File: src/pkg/hbp_pkg.sv
// Package with register offsets, field positions, reset values and timing counts for the host bus port.
package hbp_pkg;
	// ----------------------------------------
	// Register offsets (byte addresses)
	// ----------------------------------------
	localparam logic [3:0] OFF_CONTROL_STATUS_ZERO    = 4'h0;
	localparam logic [3:0] OFF_CONTROL_STATUS_FOUR    = 4'h4;
	localparam logic [3:0] OFF_DMA     = 4'h8;
	localparam logic [3:0] OFF_ADDR    = 4'hC;
	// ----------------------------------------
	// control_status_zero fields
	// ----------------------------------------
	localparam int         BIT_PRIM    = 0;
	localparam int         BIT_TXD     = 1;
	localparam int         BIT_RXD     = 2;
	localparam int         BIT_MEMORY_ERROR_FLAG    = 3;
	localparam int         BIT_LOST    = 4;
	localparam int         BIT_IRQ_EN  = 9;
	localparam int         BIT_START   = 15;
	localparam logic [4:0] FLAG_MASK   = 5'h1F;
	// ----------------------------------------
	// control_status_four fields
	// ----------------------------------------
	localparam int         BIT_BUS_CONFIG_BIT    = 0;
	localparam int         BIT_SHORT   = 2;
	localparam int         BIT_RELSEL  = 6;
	localparam logic [15:0] CONTROL_STATUS_ZERO_RST   = 16'h0000;
	localparam logic [15:0] CONTROL_STATUS_FOUR_RST   = 16'h0000;
	localparam logic [7:0]  BURST_RST  = 8'h08;
	// ----------------------------------------
	// Bus cycle timing in system clocks
	// ----------------------------------------
	localparam logic [3:0] CYC_NORMAL  = 4'h6;
	localparam logic [3:0] CYC_SHORT   = 4'h5;
	localparam logic [3:0] ADDR_PHASE  = 4'h2;
	localparam logic [7:0] READY_LIMIT = 8'hFF;
endpackage

File: src/hw/hbp_port.sv
// Host bus port: DMA master and register slave on a multiplexed address/data bus.
//
// Contract
// [RULE1] Address phase carries low address, then data
// [RULE2] Direction line driven steady only while master
// [RULE3] Slave: direction high outputs, low accepts data
// [RULE4] Master: sample on direction high, drive low
// [RULE5] Interrupt on any enabled flag when enabled
// [RULE6] Input enable only in read data phase
// [RULE7] Output enable in read address, whole write
// [RULE8] Data stable at data strobe rising edge
// [RULE9] Data strobe driven as master, input otherwise
// [RULE10] Release input ends burst after current transfer
// [RULE11] Release pin clear: mirrors companion bus-mode output
// [RULE12] Bus config bit selects mode/acknowledge pin functions
// [RULE13] Optional shortened five-clock DMA cycle
// [RULE14] Programmable burst length per bus ownership
// [RULE15] Config zero: request low while needed, held
// [RULE16] Config one: request only after pin high
// [RULE17] Arbiter removes grant only after request released
// [RULE18] Host port select chooses data or address port
// [RULE19] Interrupt released when flags clear or disabled
`timescale 1ns/1ps
module hbp_port (
	input  wire logic        CLOCK,
	input  wire logic        RST,
	// Avalon-MM register slave.
	input  wire logic [3:0]  AVS_ADDRESS,
	input  wire logic        AVS_READ,
	input  wire logic        AVS_WRITE,
	input  wire logic [31:0] AVS_WRITEDATA,
	input  wire logic [3:0]  AVS_BYTEENABLE,
	output logic      [31:0] AVS_READDATA,
	output logic             AVS_WAITREQUEST,
	output logic             AVS_IRQ,
	// DMA work request from the protocol engine.
	input  wire logic        DMA_REQ,
	input  wire logic        DMA_WRITE,
	input  wire logic [15:0] DMA_ADDR,
	input  wire logic [15:0] DMA_WDATA,
	output logic      [15:0] DMA_RDATA,
	output logic             DMA_DONE,
	input  wire logic [4:0]  EVENT_SET,
	// Host bus pins.
	input  wire logic [15:0] BUS_DAL_I,
	output logic      [15:0] BUS_DAL_O,
	output logic             BUS_DAL_OE,
	input  wire logic        BUS_READ_I,
	output logic             BUS_READ_O,
	output logic             BUS_READ_OE,
	output logic             BUS_XCVR_IN_EN,
	output logic             BUS_XCVR_OUT_EN,
	output logic             BUS_XCVR_OE,
	input  wire logic        BUS_DAS_I,
	output logic             BUS_DAS_O,
	output logic             BUS_DAS_OE,
	input  wire logic        BUS_PIN15_I,
	output logic             BUS_PIN15_O,
	output logic             BUS_PIN15_OE,
	output logic             BUS_PIN16_O,
	output logic             BUS_PIN16_OE,
	output logic             BUS_REQ_O,
	output logic             BUS_REQ_OE,
	input  wire logic        BUS_GRANT_N,
	input  wire logic        BUS_READY_N,
	input  wire logic        BUS_CS_N,
	input  wire logic        BUS_PORT_SEL,
	output logic             BUS_ATTN_O,
	output logic             BUS_ATTN_OE
);
	typedef enum logic [2:0] {HBP_IDLE, HBP_REQ, HBP_ADDR, HBP_DATA, HBP_RELEASE} hbp_state_t;

	// ----------------------------------------
	// Registers
	// ----------------------------------------
	logic [15:0] control_status_zero_ff;
	logic [15:0] control_status_four_ff;
	logic [7:0]  burst_len_ff;
	logic [15:0] reg_addr_ff;
	logic [4:0]  flags;
	logic        irq;
	logic        rd_pend_ff;
	logic        bus_wr;
	logic        bus_rd;
	logic        slave_wr_ff;
	logic [15:0] slave_data_ff;
	logic        das_d_ff;

	assign bus_wr = AVS_WRITE && AVS_BYTEENABLE[0] && AVS_BYTEENABLE[1];
	assign bus_rd = AVS_READ && !rd_pend_ff;
	assign AVS_WAITREQUEST = AVS_READ && !rd_pend_ff;

	always_ff @(posedge CLOCK) begin
		if (RST) begin
			control_status_zero_ff      <= hbp_pkg::CONTROL_STATUS_ZERO_RST;
			control_status_four_ff      <= hbp_pkg::CONTROL_STATUS_FOUR_RST;
			burst_len_ff <= hbp_pkg::BURST_RST;
		end else if (bus_wr) begin
			case (AVS_ADDRESS)
				hbp_pkg::OFF_CONTROL_STATUS_ZERO: control_status_zero_ff <= AVS_WRITEDATA[15:0] & 16'hFFE0;
				hbp_pkg::OFF_CONTROL_STATUS_FOUR: control_status_four_ff <= AVS_WRITEDATA[15:0];
				hbp_pkg::OFF_DMA:  burst_len_ff <= AVS_WRITEDATA[7:0]; // [RULE14]
				default: ;
			endcase
		end
	end

	always_ff @(posedge CLOCK) begin
		if (RST) begin
			rd_pend_ff   <= 1'b0;
			AVS_READDATA <= 32'h0000_0000;
		end else begin
			rd_pend_ff <= bus_rd;
			if (bus_rd) begin
				case (AVS_ADDRESS)
					hbp_pkg::OFF_CONTROL_STATUS_ZERO: AVS_READDATA <= {16'h0000, control_status_zero_ff[15:5], flags};
					hbp_pkg::OFF_CONTROL_STATUS_FOUR: AVS_READDATA <= {16'h0000, control_status_four_ff};
					hbp_pkg::OFF_DMA:  AVS_READDATA <= {24'h000000, burst_len_ff};
					hbp_pkg::OFF_ADDR: AVS_READDATA <= {16'h0000, reg_addr_ff};
					default:           AVS_READDATA <= 32'h0000_0000;
				endcase
			end
		end
	end

	// ----------------------------------------
	// Interrupt flags
	// ----------------------------------------
	hbp_irq u_irq (
		.CLOCK    (CLOCK),
		.RST      (RST),
		.set_pulse(EVENT_SET),
		.clr_w1c  ((bus_wr && AVS_ADDRESS == hbp_pkg::OFF_CONTROL_STATUS_ZERO) ? AVS_WRITEDATA[4:0] : 5'h00),
		.mask     (control_status_zero_ff[15:11] | hbp_pkg::FLAG_MASK),
		.enable   (control_status_zero_ff[hbp_pkg::BIT_IRQ_EN]),
		.flags_ff (flags),
		.irq      (irq)
	);
	assign AVS_IRQ     = irq;
	assign BUS_ATTN_O  = 1'b0;
	assign BUS_ATTN_OE = irq; // [RULE5] [RULE19]

	// ----------------------------------------
	// DMA master
	// ----------------------------------------
	hbp_state_t  state_ff;
	logic [7:0]  xfer_cnt_ff;
	logic        is_write_ff;
	logic        req_prev_ff;
	logic        release_ff;
	logic [15:0] dal_o_ff;
	logic [15:0] rdata_ff;
	logic        das_o_ff;
	logic        done_ff;
	logic [3:0]  tcount;
	logic        tlast;
	logic        tload;
	logic        bus_config_bit;
	logic        relsel;
	logic        master;
	logic        data_hold;

	assign bus_config_bit      = control_status_four_ff[hbp_pkg::BIT_BUS_CONFIG_BIT]; // [RULE12]
	assign relsel    = control_status_four_ff[hbp_pkg::BIT_RELSEL];
	assign master    = (state_ff == HBP_ADDR) || (state_ff == HBP_DATA);
	assign tload     = (state_ff == HBP_REQ) && !BUS_GRANT_N;
	assign data_hold = (state_ff == HBP_DATA) && BUS_READY_N && tcount == hbp_pkg::ADDR_PHASE;

	hbp_cycle_timer u_timer (
		.CLOCK   (CLOCK),
		.RST     (RST),
		.load    (tload || ((state_ff == HBP_DATA) && tlast && !release_ff && DMA_REQ)),
		.length  (control_status_four_ff[hbp_pkg::BIT_SHORT] ? hbp_pkg::CYC_SHORT : hbp_pkg::CYC_NORMAL), // [RULE13]
		.hold    (data_hold),
		.count_ff(tcount),
		.last    (tlast)
	);

	always_ff @(posedge CLOCK) begin
		if (RST) begin
			state_ff    <= HBP_IDLE;
			xfer_cnt_ff <= 8'h00;
			is_write_ff <= 1'b0;
			release_ff  <= 1'b0;
			done_ff     <= 1'b0;
		end else begin
			done_ff <= 1'b0;
			if (relsel && !BUS_PIN15_I && master)
				release_ff <= 1'b1; // [RULE10]
			case (state_ff)
				HBP_IDLE: begin
					release_ff <= 1'b0;
					if (DMA_REQ && BUS_GRANT_N && (!bus_config_bit || req_prev_ff)) // [RULE15] [RULE16]
						state_ff <= HBP_REQ;
				end
				HBP_REQ: begin
					is_write_ff <= DMA_WRITE;
					xfer_cnt_ff <= 8'h00;
					if (!BUS_GRANT_N)
						state_ff <= HBP_ADDR;
				end
				HBP_ADDR: begin
					state_ff <= HBP_DATA;
				end
				HBP_DATA: begin
					if (tlast) begin
						done_ff     <= 1'b1;
						xfer_cnt_ff <= xfer_cnt_ff + 8'h01;
						if (release_ff || !DMA_REQ || xfer_cnt_ff + 8'h01 >= burst_len_ff) // [RULE10] [RULE14]
							state_ff <= HBP_RELEASE;
						else begin
							is_write_ff <= DMA_WRITE;
							state_ff    <= HBP_ADDR;
						end
					end
				end
				HBP_RELEASE: begin
					state_ff <= HBP_IDLE; // [RULE17]
				end
				default: state_ff <= HBP_IDLE;
			endcase
		end
	end

	// Address then data on the shared lines; data strobe rises only after data has settled.
	always_ff @(posedge CLOCK) begin
		if (RST) begin
			dal_o_ff <= 16'h0000;
			das_o_ff <= 1'b1;
			rdata_ff <= 16'h0000;
		end else begin
			if (state_ff == HBP_REQ || (state_ff == HBP_DATA && tlast))
				dal_o_ff <= DMA_ADDR; // [RULE1]
			else if (state_ff == HBP_ADDR)
				dal_o_ff <= DMA_WDATA; // [RULE1]
			das_o_ff <= !(state_ff == HBP_DATA && !tlast); // [RULE8]
			if (state_ff == HBP_DATA && tlast && !is_write_ff)
				rdata_ff <= BUS_DAL_I; // [RULE4]
		end
	end

	always_ff @(posedge CLOCK) begin
		if (RST)
			req_prev_ff <= 1'b1;
		else
			req_prev_ff <= BUS_REQ_O;
	end

	// ----------------------------------------
	// Slave access to the register ports
	// ----------------------------------------
	always_ff @(posedge CLOCK) begin
		if (RST) begin
			das_d_ff      <= 1'b1;
			slave_wr_ff   <= 1'b0;
			reg_addr_ff   <= 16'h0000;
			slave_data_ff <= 16'h0000;
		end else begin
			das_d_ff    <= BUS_DAS_I;
			slave_wr_ff <= 1'b0;
			if (!master && !BUS_CS_N && BUS_DAS_I && !das_d_ff && !BUS_READ_I) begin // [RULE3]
				if (BUS_PORT_SEL)
					reg_addr_ff <= BUS_DAL_I; // [RULE18]
				else
					slave_data_ff <= BUS_DAL_I;
			end
		end
	end

	// ----------------------------------------
	// Pin drive
	// ----------------------------------------
	logic slave_out;
	assign slave_out = !master && !BUS_CS_N && BUS_READ_I; // [RULE3]

	assign BUS_DAL_O       = slave_out ? (BUS_PORT_SEL ? reg_addr_ff : slave_data_ff) : dal_o_ff;
	assign BUS_DAL_OE      = slave_out || (master && (state_ff == HBP_ADDR || is_write_ff)); // [RULE4]
	assign BUS_READ_O      = !is_write_ff; // [RULE2]
	assign BUS_READ_OE     = master; // [RULE2]
	assign BUS_XCVR_IN_EN  = (state_ff == HBP_DATA) && !is_write_ff; // [RULE6]
	assign BUS_XCVR_OUT_EN = (state_ff == HBP_ADDR) || is_write_ff; // [RULE7]
	assign BUS_XCVR_OE     = master; // [RULE7]
	assign BUS_DAS_O       = das_o_ff;
	assign BUS_DAS_OE      = master; // [RULE9]
	assign BUS_PIN16_O     = bus_config_bit ? !master : 1'b0; // [RULE12]
	assign BUS_PIN16_OE    = 1'b1;
	assign BUS_PIN15_O     = BUS_PIN16_O; // [RULE11]
	assign BUS_PIN15_OE    = !relsel; // [RULE10] [RULE11]
	assign BUS_REQ_O       = !(state_ff inside {HBP_REQ, HBP_ADDR, HBP_DATA}); // [RULE15] [RULE16]
	assign BUS_REQ_OE      = 1'b1;
	assign DMA_RDATA       = rdata_ff;
	assign DMA_DONE        = done_ff;

	// ----------------------------------------
	// Assertions
	// ----------------------------------------
	a_read_dir_tri : assert property (@(posedge CLOCK) disable iff (RST)
		!master |-> !BUS_READ_OE && !BUS_XCVR_OE) // [RULE2]
		else $error("direction driven while not master");
	a_read_dir_held : assert property (@(posedge CLOCK) disable iff (RST)
		(state_ff == HBP_ADDR) |=> $stable(BUS_READ_O)) // [RULE2]
		else $error("direction changed in a transfer");
	a_in_en_write : assert property (@(posedge CLOCK) disable iff (RST)
		(master && is_write_ff) |-> !BUS_XCVR_IN_EN) // [RULE6]
		else $error("input enable during write");
	a_out_en_addr : assert property (@(posedge CLOCK) disable iff (RST)
		(state_ff == HBP_ADDR) |-> BUS_XCVR_OUT_EN && BUS_DAL_OE) // [RULE7]
		else $error("address phase not driven");
	a_das_master : assert property (@(posedge CLOCK) disable iff (RST)
		BUS_DAS_OE == master) // [RULE9]
		else $error("strobe drive outside master");
	a_req_held : assert property (@(posedge CLOCK) disable iff (RST)
		(state_ff == HBP_ADDR) |-> !BUS_REQ_O ##1 !BUS_REQ_O) // [RULE15]
		else $error("request dropped mid transfer");
	a_burst_limit : assert property (@(posedge CLOCK) disable iff (RST)
		master |-> xfer_cnt_ff < burst_len_ff || burst_len_ff == 8'h00) // [RULE14]
		else $error("burst length exceeded");
	a_rel_pin_in : assert property (@(posedge CLOCK) disable iff (RST)
		relsel |-> !BUS_PIN15_OE) // [RULE10]
		else $error("release pin driven as input");
	a_dal_rd_data : assert property (@(posedge CLOCK) disable iff (RST)
		(state_ff == HBP_DATA && !is_write_ff) |-> !BUS_DAL_OE) // [RULE4]
		else $error("bus driven in read data phase");

	c_write_cycle : cover property (@(posedge CLOCK) master && is_write_ff ##1 done_ff);
	c_read_cycle  : cover property (@(posedge CLOCK) master && !is_write_ff ##1 done_ff);
	c_release     : cover property (@(posedge CLOCK) release_ff && state_ff == HBP_RELEASE);
	c_slave_write : cover property (@(posedge CLOCK) !BUS_CS_N && BUS_DAS_I && !das_d_ff);
endmodule

File: src/hw/hbp_irq.sv
// Sticky event flags with write-one-to-clear and a masked level interrupt.
`timescale 1ns/1ps
module hbp_irq (
	input  wire logic       CLOCK,
	input  wire logic       RST,
	input  wire logic [4:0] set_pulse,
	input  wire logic [4:0] clr_w1c,
	input  wire logic [4:0] mask,
	input  wire logic       enable,
	output logic      [4:0] flags_ff,
	output logic            irq
);
	// A set in the same cycle as a clear wins so no event is lost.
	always_ff @(posedge CLOCK) begin
		if (RST) begin
			flags_ff <= 5'h00;
		end else begin
			flags_ff <= (flags_ff & ~clr_w1c) | set_pulse;
		end
	end

	assign irq = enable && ((flags_ff & mask) != 5'h00); // [RULE5] [RULE19]

	a_irq_follows : assert property (@(posedge CLOCK) disable iff (RST)
		(!enable || (flags_ff & mask) == 5'h00) |-> !irq) // [RULE19]
		else $error("interrupt high with nothing enabled");
	a_flag_sticky : assert property (@(posedge CLOCK) disable iff (RST)
		(flags_ff[0] && !clr_w1c[0]) |=> flags_ff[0]) // [RULE5]
		else $error("flag dropped without a clear");
endmodule

File: src/hw/hbp_cycle_timer.sv
// Down counter that times the phases of one DMA bus cycle.
`timescale 1ns/1ps
module hbp_cycle_timer (
	input  wire logic       CLOCK,
	input  wire logic       RST,
	input  wire logic       load,
	input  wire logic [3:0] length,
	input  wire logic       hold,
	output logic      [3:0] count_ff,
	output logic            last
);
	always_ff @(posedge CLOCK) begin
		if (RST) begin
			count_ff <= 4'h0;
		end else if (load) begin
			count_ff <= length;
		end else if (!hold && count_ff != 4'h0) begin
			count_ff <= count_ff - 4'h1;
		end
	end

	assign last = (count_ff == 4'h1) && !hold;
endmodule

File: config.mk
export PLATFORM = sky130hd
export DESIGN_NAME = hbp_port
export DESIGN_NICKNAME = d
export VERILOG_FILES = /design/src/pkg/hbp_pkg.sv /design/src/hw/hbp_port.sv /design/src/hw/hbp_irq.sv /design/src/hw/hbp_cycle_timer.sv
export SDC_FILE = /design/constraint.sdc
export NUM_CORES = 1
export LEC_CHECK = 0
export CELL_PAD_IN_SITES_DETAIL_PLACEMENT = 1
export CELL_PAD_IN_SITES_GLOBAL_PLACEMENT = 1
export CORE_ASPECT_RATIO = 0.75
export CORE_UTILIZATION = 52
export CTS_BUF_LIST = sky130_fd_sc_hd__clkbuf_8
export DETAILED_ROUTE_END_ITERATION = 16
export DONT_BUFFER_PORTS = 1
export PLACE_DENSITY = 0.84
export SYNTH_ARGS = -nofsm -noshare
export SYNTH_HDL_FRONTEND = slang
export SYNTH_HIERARCHICAL = 1
export SYNTH_SLANG_ARGS = --single-unit
File: constraint.sdc
create_clock -name CLOCK -period 5.4 [get_ports CLOCK]
set_clock_uncertainty 0.15 [all_clocks]
set_input_delay 1.08 -clock CLOCK [delete_from_list [all_inputs] [get_ports CLOCK]]
set_output_delay 1.08 -clock CLOCK [all_outputs]
set_load 0.05 [all_outputs]
==> Yosys cells after proc, flatten, opt, wreduce, memory -nomap -nowiden <==
Index checks and enable logic that the tools add are counted.
{ "op_classes": {"add_sub_neg": 2, "magnitude_cmp": 1, "eq_ne": 12, "mux": 21, "bitwise_logic": 5, "n_reduce_logical": 68} }
{ "op_table": {"columns": ["operator", "n"], "rows": [
  ["$mux 16", 4],
  ["$pmux 16 s4", 1],
  ["$logic_and 1x1->1", 26],
  ["$logic_not 1->1", 16],
  ["$pmux 8 s2", 1],
  ["$mux 3", 4],
  ["$pmux 3 s4", 1],
  ["$reduce_and 2->1", 6],
  ["$add 8x1->8 const B", 1],
  ["$eq 4x4->1 const B", 2],
  ["$ge 8x8->1", 1],
  ["$logic_or 1x1->1", 8],
  ["$mux 4", 2],
  ["$mux 8", 1],
  ["$ne 2x2->1 const B", 4],
  ["$eq 3x2->1 const B", 2],
  ["$reduce_and 3->1", 2],
  ["$reduce_bool 2->1", 3],
  ["$and 5x5->5", 1],
  ["$mux 5", 1],
  ["$not 5->5", 1],
  ["$or 5x5->5", 1],
  ["$reduce_bool 5->1", 1],
  ["$eq 4x1->1 const B", 1],
  ["13 further kinds", 18]
]} }
{ "totals": {"ff_bits": 158, "inputBits": 106, "output_inout_bits": 83, "wordCells": 128} }

==> Logic depth before layout (Yosys ltp) <==
Gate-level depths: netlist (run 1).
{ "depth": {"ltp_word": 10, "ltp_mapped": 10, "ltp_nobuf": 10} }

==> Cells and area by module <==
The synthesis (run 1) kept the hierarchy.
{ "by_module_without_submodules": {"columns": ["module", "instances", "cells_each", "area_each_um2", "seq_area_each_um2"], "rows": [
  ["hbp_port", 1, 735, 6216.0, 2662.6],
  ["hbp_cycle_timer", 1, 31, 264.0, 80.1],
  ["hbp_irq", 1, 23, 200.2, 100.1]
]} }

==> Worst setup path after synthesis (run 1) <==
Ideal clock, no wire load.
{ "synth_path": {"path_kind": "input -> output", "startpoint": "input port BUS_PORT_SEL", "endpoint": "output port BUS_DAL_O[10]", "arrival_ns": 2.702, "required_ns": 4.170, "path_slack_ns": 1.468, "cell_stages": 4, "path_buffers": 2, "cell_sequence": "buf_2 buf_1 mux2i_1 a21oi_1"} }
{ "synth_via": {"elab_chain_len": 2} }
{ "synth_lines": {"columns": ["element", "line_no", "source"], "rows": [
  ["start, declared", "hbp_port.sv:67", "input wire logic BUS_PORT_SEL,"],
  ["$mux 16 (2 in a row)", "hbp_port.sv:276", "assign BUS_DAL_O = slave_out ? (BUS_PORT_SEL ? reg_addr_ff : slave_data_ff) : dal_o_ff;"],
  ["end, declared", "hbp_port.sv:46", "output logic [15:0] BUS_DAL_O,"]
]} }
Every way passes these cells.

==> Worst setup path after layout (run 1) <==
{ "layout_path": {"startpoint": "register state_ff[2]", "endpoint": "output port BUS_DAL_O[12]"} }
{ "layout_via": {"elab_chain_len": 6, "word_cells_on_any_way": 7, "classes_between": "2 x eq/ne; 1 x mux; 4 x reduce/logical"} }
{ "layout_lines": {"columns": ["element", "line_no", "source"], "rows": [
  ["start, declared", "hbp_port.sv:146", "hbp_state_t state_ff;"],
  ["start signal, assigned", "hbp_port.sv:181", "state_ff <= HBP_IDLE;"],
  ["start signal, assigned", "hbp_port.sv:194", "state_ff <= HBP_REQ;"],
  ["start signal, assigned", "hbp_port.sv:200", "state_ff <= HBP_ADDR;"],
  ["$eq 3x2->1", "hbp_port.sv:165", "assign master = (state_ff == HBP_ADDR) || (state_ff == HBP_DATA);"],
  ["$logic_or 1x1->1 *", "hbp_port.sv:165", null],
  ["via BUS_DAS_OE", "hbp_port.sv:56", "output logic BUS_DAS_OE,"],
  ["$logic_not 1->1 *", "hbp_port.sv:274", "assign slave_out = !master && !BUS_CS_N && BUS_READ_I;"],
  ["$logic_and 1x1->1 * (2 in a row)", "hbp_port.sv:274", null],
  ["$mux 16 *", "hbp_port.sv:276", null]
]} }
The timed path passes the listed nets; every way through them passes the cells marked *.

==> results.json, run 1 <==
{
  "status": "finished clean",
  "critPathBufInv": 2,
  "io_pins": 189,
  "grt_pass1_vias": 5680,
  "numPortBuffers": 0,
  "place_area_um2": 6751,
  "cts_sinks": 142,
  "antenna_found_initial": 0,
  "finalSetupTns_ns": 0,
  "cts_tree": "built",
  "power_density_nw_per_um2": 347.3,
  "tightest_slew_ns": 1.257,
  "leakagePower_nw": 2.679,
  "setup_viol_count_final": 0,
  "hpwl_mm": 13.23,
  "cts_resized": 0,
  "post_drt_wl_per_cell_um": 19.33,
  "overflow": 0,
  "routabilityCongestion": 0.8205,
  "async_flop_share": 0,
  "cp_slowest_cell": "and2_1",
  "num-nets-final": 900,
  "core_area_um2": 12390,
  "antennaDiodeCount": 0,
  "drt-total-wl_mm": 18.59,
  "n_fill_cell": 1504,
  "die_h_um": 100.2,
  "die_area_um2": 13310,
  "cp.arrival_ns": 3.04,
  "syn_area_per_cell_um2": 8.467,
  "cpPeakStageDelay_ns": 0.89,
  "die_width_um": 132.9,
  "yosys.area.top_type": "dfxtp_1",
  "numCtsBuffers": 17,
  "grt_max_degree": 144,
  "synth_top_area_frac": 0.4255,
  "synthTopCellsByArea": "dfxtp_1, mux2i_1, a21oi_1",
  "worstSkewPairLatency_ns": 0.45,
  "utilization": 0.5758,
  "cp_max_fo": 33,
  "stdcell_area_um2": 7136,
  "postCtsSetupRepairBufs": 0,
  "drt_iter0_markers": 273,
  "hold_path_class": "reg -> reg",
  "grt_pass1_wl_mm": 29.94,
  "path_clk_slew_ns": 0.08,
  "slew_headroom": 0.1597,
  "crit_path_end_kind": "output pin",
  "root_buffer": "clkbuf_8",
  "synth_cell_type_count": 57,
  "grt_setup_unrepaired": "no",
  "drive_above_1_share": 0.1018,
  "hold_buffers": 0,
  "ant_nets": 0,
  "synth_edf_count": 0,
  "yosysSeqAreaShare": 0.4255,
  "post-route-period-util": 0.7900,
  "syn_area_um2": 6680,
  "path_class": "reg -> out",
  "finalMaxSlewViolations": 0,
  "ir_drop_mv": 0.1888,
  "worst_setup_path_start_kind": "flip-flop",
  "holdWs_ns": 0.3109,
  "syn2layout_area_growth_pct": 6.818,
  "fmax_ghz": 0.2344,
  "avgViaCountPerCell": 5.667,
  "crit_required_ns": 4.17,
  "synthCells": 789,
  "gr-usage-all-layers": 0.2874,
  "ys_ff_latch": 142,
  "rows": 35,
  "path_delay_family": "simple AND/OR/NAND/NOR gates",
  "top_layer": "met4",
  "layout_min_cycle_time_ns": 4.266,
  "route.met3.wl_mm": 1.341,
  "finalNonFillerCells": 962,
  "wl_met2_mm": 8.744,
  "wirelength_met1_mm": 8.344,
  "dpl.cell_count": 930,
  "maxCapViolCount": 0,
  "first_pass_iters": 5,
  "hold_viol_final": 0,
  "crit_chain": "nor2b_4, buf_4, nor2_1, and2_1, nor2_1, a21oi_1, buf_4",
  "cts.path.max_buffers": 2,
  "start_util": 0.5390,
  "yosys_warnings": 6,
  "post-route-drc-count": 0,
  "synth-main-ff-cell": "dfxtp_1",
  "cts_htree_levels": 4,
  "vias": 5452
}
-- worst register-to-register path: cells and delay by family (launching register included) --
kind,cells,cell delay [ns]
and+or+nand+nor,5,1.72
buffers and inverters,1,0.20
AOI/OAI and AO/OA,2,0.57
muxes,1,0.14
DFF,1,0.58
-- synthesized netlist by cell type, types with 5 or more instances --
master / number
dfxtp_1: 142
nor2_1: 107
nand2_1: 104
a21oi_1: 100
mux2i_1: 73
buf_4: 29
a22oi_1: 28
clkbuf_1: 25
inv_1: 24
a211oi_1: 17
nand2b_1: 13
buf_2: 12
ha_1: 11
and2_1: 8
nand2_2: 6
nor2b_1: 6
nor3_1: 6
a21o_1: 5
a21oi_2: 5
nand3_1: 5
o21ai_0: 5
-- per-stage QoR --
step           power, W  worst slack (ns)
2_1_floorplan  0.001589             1.468
3_3_place_gp   0.001643             1.617
3_5_place_dp   0.001669             1.533
4_1_cts        0.002491             1.149
5_1_grt        0.002587            0.8512
6_report       0.002478             1.134
-- area by class of cell --
class	count	area, um^2	area share
multi-input combinational	575	3438	0.4819
sequential	142	2843	0.3984
clock buffer	20	275.3	0.03858
tap	166	207.7	0.02911
timing repair buffer	23	172.7	0.02420
clock inverter	12	108.9	0.01526
inverter	24	90.09	0.01262
-- power breakdown --
group | total (W) | switching, W | internal [W]
Sequential | 0.00115 | 0.0000518 | 0.00110
Clock | 0.000829 | 0.000426 | 0.000403
Combinational | 0.000500 | 0.000333 | 0.000167
Total | 0.00248 | 0.000811 | 0.00167
-- kinds of logic after synthesis --
logic type	Yosys count	share of synthesized area
simple gates	283	0.1965
compound gates	176	0.1620
xor+xnor	6	0.007867
flops	142	0.4255
fa+ha+maj	11	0.02060
other cells	2	0.001124
mux	73	0.1094
buf+inv	96	0.07698
-- cell usage in the layout (no fill, tap or decap), types with 2 or more instances in the layout --
cell / netlist / routed
dfxtp_1: 142 / 142
nor2_1: 107 / 107
nand2_1: 104 / 104
a21oi_1: 100 / 100
mux2i_1: 73 / 73
a22oi_1: 28 / 28
conb_1: 2 / 26
inv_1: 24 / 24
buf_4: 29 / 23
clkbuf_8: 0 / 20
a211oi_1: 17 / 17
nand2b_1: 13 / 13
ha_1: 11 / 11
and2_1: 8 / 8
nor3_1: 6 / 6
nand2_2: 6 / 6
nand3_1: 5 / 5
a21o_1: 5 / 5
o21ai_0: 5 / 5
a21oi_2: 5 / 5
clkinvlp_4: 0 / 5
xnor2_1: 4 / 4
nor2b_1: 6 / 4
or3_1: 4 / 4
and3_1: 3 / 3
or2_2: 3 / 3
a311oi_1: 3 / 3
clkinv_2: 0 / 3
inv_6: 0 / 3
xor2_1: 2 / 2
nand4_1: 2 / 2
nor4b_1: 2 / 2
a31oi_1: 2 / 2
nor4b_4: 2 / 2
-- flip-flops by register name, summed over array words and instances, names as in the netlist, 5 cells and up --
| register | cells |
|---|---|
| DMA_RDATA | 16 |
| AVS_READDATA | 16 |
| reg_addr_ff | 16 |
| burst_len_ff | 8 |
| slave_data_ff | 16 |
| control_status_zero_ff | 11 |
| u_irq/flags_ff | 5 |
| dal_o_ff | 16 |
| xfer_cnt_ff | 8 |
| control_status_four_ff | 16 |
-- worst paths after layout --
| path | to | slack (ns) | start | depth (start not counted) |
|---|---|---|---|---|
| worst min-delay path | control_status_four_ff[12] | 0.31 | control_status_four_ff[12] | 2 |
| worst max-delay path | BUS_DAL_O[12] | 1.13 | state_ff[2] | 7 |
| worst min register to register | control_status_four_ff[12] | 0.31 | control_status_four_ff[12] | 2 |
| worst max register to register | is_write_ff | 1.93 | state_ff[2] | 9 |
-- layer usage --
metal	GRT usage	vias to the layer above
met3	0.08283	12
li1	-	2630
met2	0.4817	177
met4	0.07869	0
met1	0.3624	2633
met5	0	-
No activity file was read; power rests on OpenSTA's default activity.
==> inputs of run 2 (changes only) <==
- CORE_UTILIZATION: 52 -> 43
- PLACE_DENSITY: 0.84 -> 0.73
- clock period: 5.4 -> 3.8 ns (I/O delays scaled with it)
==> results.json, run 2 (synthesized netlist as in run 1, its figures left out) <==
{
  "status": "finished clean",
  "finalMaxSlewViolations": 0,
  "leakagePower_nw": 2.715,
  "worst_setup_path_start_kind": "flip-flop",
  "mostFrequentLayoutCells": "dfxtp_1, nor2_1, nand2_1",
  "r2r_slack_ns": 0.98,
  "avgViaCountPerCell": 5.382,
  "cts.path.max_buffers": 2,
  "post-route-period-util": 0.8725,
  "die_width_um": 145.9,
  "routabilityCongestion": 0.7705,
  "gr-usage-all-layers": 0.2360,
  "hpwl_mm": 13.50,
  "power.clock.fraction": 0.332,
  "postCtsSetupRepairBufs": 0,
  "drt_iter0_markers": 204,
  "num-nets-final": 906,
  "syn2layout_area_growth_pct": 8.073,
  "fmax_ghz": 0.3016,
  "ant_nets": 0,
  "finalSetupTns_ns": 0,
  "drt-total-wl_mm": 18.63,
  "slew_headroom": 0.3074,
  "first_pass_iters": 4,
  "die_h_um": 109.9,
  "ir_drop_mv": 0.2962,
  "utilization": 0.4742,
  "stdcell_area_um2": 7219,
  "cp_max_fo": 17,
  "cp.arrival_ns": 2.41,
  "switchingPower_w": 0.001129,
  "power_frac_seq": 0.464,
  "grt_setup_unrepaired": "no",
  "grt_max_degree": 144,
  "layout_min_cycle_time_ns": 3.316,
  "hold_buffers": 0,
  "antenna_found_initial": 0,
  "worstSkewPairLatency_ns": 0.45,
  "maxCapViolCount": 0,
  "grt_pass1_wl_mm": 29.39,
  "post-route-drc-count": 0,
  "overflow": 0,
  "start_util": 0.4388,
  "io_pins": 189,
  "dpl.cell_count": 975,
  "place_area_um2": 6845,
  "numCtsBuffers": 17,
  "vias": 5414,
  "path_clk_slew_ns": 0.09,
  "numPortBuffers": 0,
  "die_area_um2": 16040,
  "drive_above_1_share": 0.1049,
  "core_area_um2": 15220,
  "grt_pass1_vias": 5477,
  "post_drt_wl_per_cell_um": 18.51,
  "p_int_w": 0.002386,
  "comb_power_share": 0.204,
  "finalNonFillerCells": 1006,
  "cts_tree": "built",
  "cts_resized": 0,
  "rows": 39,
  "cts_htree_levels": 4,
  "hold_viol_final": 0,
  "setup_viol_count_final": 0,
  "crit_required_ns": 2.89,
  "swShare": 0.3212,
  "path_class": "reg -> out",
  "final_common_cell": "dfxtp_1",
  "hold_path_class": "in -> reg",
  "cts_sinks": 142,
  "tightest_slew_ns": 1.037,
  "crit_path_end_kind": "output pin",
  "power_density_nw_per_um2": 486.9,
  "root_buffer": "clkbuf_8",
  "antennaDiodeCount": 0
}
## run 2: metal layers
metal / up-vias / part of all wire / global-route usage
li1: 2641 / - / -
met1: 2606 / 0.47 / 0.3067
met2: 155 / 0.45 / 0.3749
met3: 12 / 0.076 / 0.07884
met4: 0 / 0.0071 / 0.06391
met5: - / 0 / 0
## run 2: final cells by class
class	count	area (um^2)
inverter	24	90.09
fill	1837	8005
tap	205	256.5
multi-input combinational	575	3438
sequential	142	2843
timing repair buffer	29	217.7
clock inverter	13	126.4
clock buffer	18	247.7
## run 2: per-stage QoR
step	power, W	setup WS [ns]	hold WS, ns
CTS	0.003548	0.4362	0.2001
global placement	0.002344	0.9843	0.2861
detailed placement	0.002379	0.9542	0.2907
global route	0.003676	0.3610	0.2008
finish	0.003515	0.4844	0.2403
floorplan	0.002259	0.2289	0.2860
## run 2: worst paths after layout
check                            start                        end  depth (start not counted)
max                        state_ff[1]                 BUS_DAL_OE                          4
min                                RST                state_ff[0]                          1
max reg2reg                state_ff[2]             xfer_cnt_ff[5]                         10
min reg2reg  control_status_four_ff[1]  control_status_four_ff[1]                          2
## run 2: critical path: stages, from the launching register on
cell	delay, ns
dfxtp_1	0.58
nor3b_2	0.25
buf_4	0.32
or2_2	0.35
a21o_1	0.44
## run 2: power by group through the flow
stage          logic (W)  clock network (W)  registers [W]
3_3_place_gp    0.000686                  0        0.00166
5_1_grt         0.000767            0.00127        0.00164
6_report        0.000717            0.00117        0.00163
3_5_place_dp    0.000716                  0        0.00166
4_1_cts         0.000719            0.00120        0.00163
2_1_floorplan   0.000619                  0        0.00164
==> inputs of run 3 (changes only) <==
- ABC_AREA: unset -> 1
- CORE_UTILIZATION: 43 -> 42
- PLACE_DENSITY: 0.73 -> 0.74
==> results.json, run 3 <==
{
  "status": "finished clean",
  "core_area_um2": 15370,
  "cts_sinks": 142,
  "path_class": "reg -> out",
  "syn_area_um2": 6674,
  "synth_edf_count": 0,
  "hold_buffers": 0,
  "layout_min_cycle_time_ns": 3.195,
  "root_buffer": "clkbuf_8",
  "cts_resized": 0,
  "post-route-drc-count": 0,
  "grt_pass1_vias": 6316,
  "finalMaxSlewViolations": 0,
  "hold_path_class": "in -> reg",
  "ant_nets": 0,
  "hpwl_mm": 15.16,
  "path_clk_slew_ns": 0.08,
  "finalSetupTns_ns": 0,
  "critPathBufInv": 0,
  "tightest_slew_ns": 0.9290,
  "yosys_warnings": 6,
  "routabilityCongestion": 0.8437,
  "post_drt_wl_per_cell_um": 17.88,
  "grt_setup_unrepaired": "no",
  "slew_headroom": 0.3792,
  "crit_chain": "nor2_2, nand2_2, nand2_1, nand2_1, nand2_1",
  "overflow": 0,
  "vias": 6117,
  "dpl.cell_count": 1122,
  "antenna_found_initial": 0,
  "synth-main-ff-cell": "dfxtp_1",
  "num-nets-final": 1053,
  "critPathMostFrequentCell": "nand2_1",
  "syn2layout_area_growth_pct": 9.018,
  "ir_drop_mv": 0.2273,
  "first_pass_iters": 4,
  "setup_viol_count_final": 0,
  "yosys.area.top_type": "dfxtp_1",
  "postCtsSetupRepairBufs": 0,
  "synth_most_common_cell": "nand2_1",
  "path_delay_family": "simple AND/OR/NAND/NOR gates",
  "worstSkewPairLatency_ns": 0.46,
  "rows": 39,
  "drive_above_1_share": 0.1128,
  "synthCells": 934,
  "ys_top_cells_by_count": "nand2_1, nor2_1, dfxtp_1",
  "die_area_um2": 16400,
  "crit_path_end_kind": "output pin",
  "async_flop_share": 0,
  "numCtsBuffers": 17,
  "grt_pass1_wl_mm": 32.93,
  "drt_iter0_markers": 339,
  "grt_max_degree": 61,
  "cts_htree_levels": 4,
  "gr-usage-all-layers": 0.2585,
  "mostFrequentLayoutCells": "nand2_1, nor2_1, dfxtp_1",
  "hold_viol_final": 0,
  "ys_ff_latch": 142,
  "synthTopCellsByArea": "dfxtp_1, nand2_1, o21ai_0",
  "synth_cell_type_count": 41,
  "post-route-period-util": 0.8409,
  "numPortBuffers": 0,
  "cp.arrival_ns": 2.29,
  "cts_tree": "built",
  "power_density_nw_per_um2": 482.8,
  "antennaDiodeCount": 0,
  "cpPeakStageDelay_ns": 0.50,
  "crit_required_ns": 2.89,
  "die_width_um": 147.6,
  "n_fill_cell": 2000,
  "finalNonFillerCells": 1154,
  "yosysSeqAreaShare": 0.4259,
  "cts.path.max_buffers": 2,
  "avgViaCountPerCell": 5.301,
  "drt-total-wl_mm": 20.64,
  "leakagePower_nw": 2.910,
  "start_util": 0.4342,
  "cp_max_fo": 18,
  "fmax_ghz": 0.3129,
  "synth_top_area_frac": 0.4259,
  "die_h_um": 111.2,
  "cp_slowest_cell": "nand2_1",
  "maxCapViolCount": 0,
  "final_common_cell": "nand2_1",
  "io_pins": 189,
  "syn_area_per_cell_um2": 7.146,
  "worst_setup_path_start_kind": "flip-flop"
}
[run 3: cell count changes in the layout (fill, tap and decap cells not counted), sizes merged, moves of 7 or more]
cell / change
o22ai: +8
a21oi: -41
a311oi: +13
inv: +56
nand2b: -13
a211oi: -17
nand3: +17
nand2: +87
nor2: +58
mux2i: -73
and2: -7
a22oi: -28
o21ai: +123
[run 3: per-layer routing]
layer	track usage	share of wire	vias to the layer above
li1	-	-	2981
met1	0.3277	0.45	2976
met2	0.4258	0.47	136
met3	0.06708	0.055	24
met4	0.08522	0.018	0
met5	0	0	-
[run 3: logic make-up after synthesis]
kind of cell | share of synthesized area
AO/OA/AOI/OAI | 0.1967
XOR/XNOR | 0.005250
adder cells (fa/ha/maj) | 0.02062
buffers and inverters | 0.1031
flip-flops | 0.4259
other | 0.001125
AND/OR/NAND/NOR | 0.2473
[run 3: area by class of cell]
type / instances / area (um^2) / area share
clock buffers: 18 / 247.7 / 0.03405
clock inverters: 14 / 178.9 / 0.02459
inverters: 80 / 301.5 / 0.04144
multi-input cells: 668 / 3246 / 0.4461
flip-flops and latches: 142 / 2843 / 0.3907
well taps: 205 / 256.5 / 0.03525
repair buffers: 27 / 202.7 / 0.02786
[run 3: path summary, 6_finish.rpt]
kind                         startpoint                          to  slack [ns]  depth (start not counted)
min reg2reg  control_status_zero_ff[15]  control_status_zero_ff[15]        0.33                          2
max                         state_ff[2]                  BUS_DAL_OE        0.60                          5
min                                 RST         u_timer/count_ff[1]        0.23                          1
max reg2reg                 state_ff[1]                dal_o_ff[15]        0.91                         10
[run 3: worst register-to-register path, stage by stage (launching register included)]
cell and delay (ns):
dfxtp_1 0.46, inv_2 0.11, nor2_4 0.20, nand2_1 0.07
nor4_1 0.36, nor2_1 0.21, inv_1 0.13, nand2_2 0.08
nand2_2 0.64, nor2_1 0.16, a311oi_2 0.23
[run 3: per-stage QoR]
| step | area (um^2) | utilization | power [W] | worst slack [ns] | hold slack, ns |
|---|---|---|---|---|---|
| floorplan | 6764 | - | 0.002103 | 0.4188 | 0.2797 |
| global placement | 6849 | 0.4456 | 0.002187 | 1.104 | 0.2894 |
| detailed placement | 6849 | 0.4456 | 0.002214 | 0.9244 | 0.3071 |
| CTS | 7276 | 0.4733 | 0.003532 | 0.5903 | 0.1949 |
| global route | 7276 | 0.4733 | 0.003667 | 0.4957 | 0.1962 |
| finish | 7276 | 0.4733 | 0.003512 | 0.6046 | 0.2322 |
[run 3: power breakdown]
group	internal, W	total [W]	switching, W
registers	0.00154	0.00160	0.0000576
clock network	0.000680	0.00133	0.000649
logic	0.000165	0.000584	0.000419
total	0.00239	0.00351	0.00112
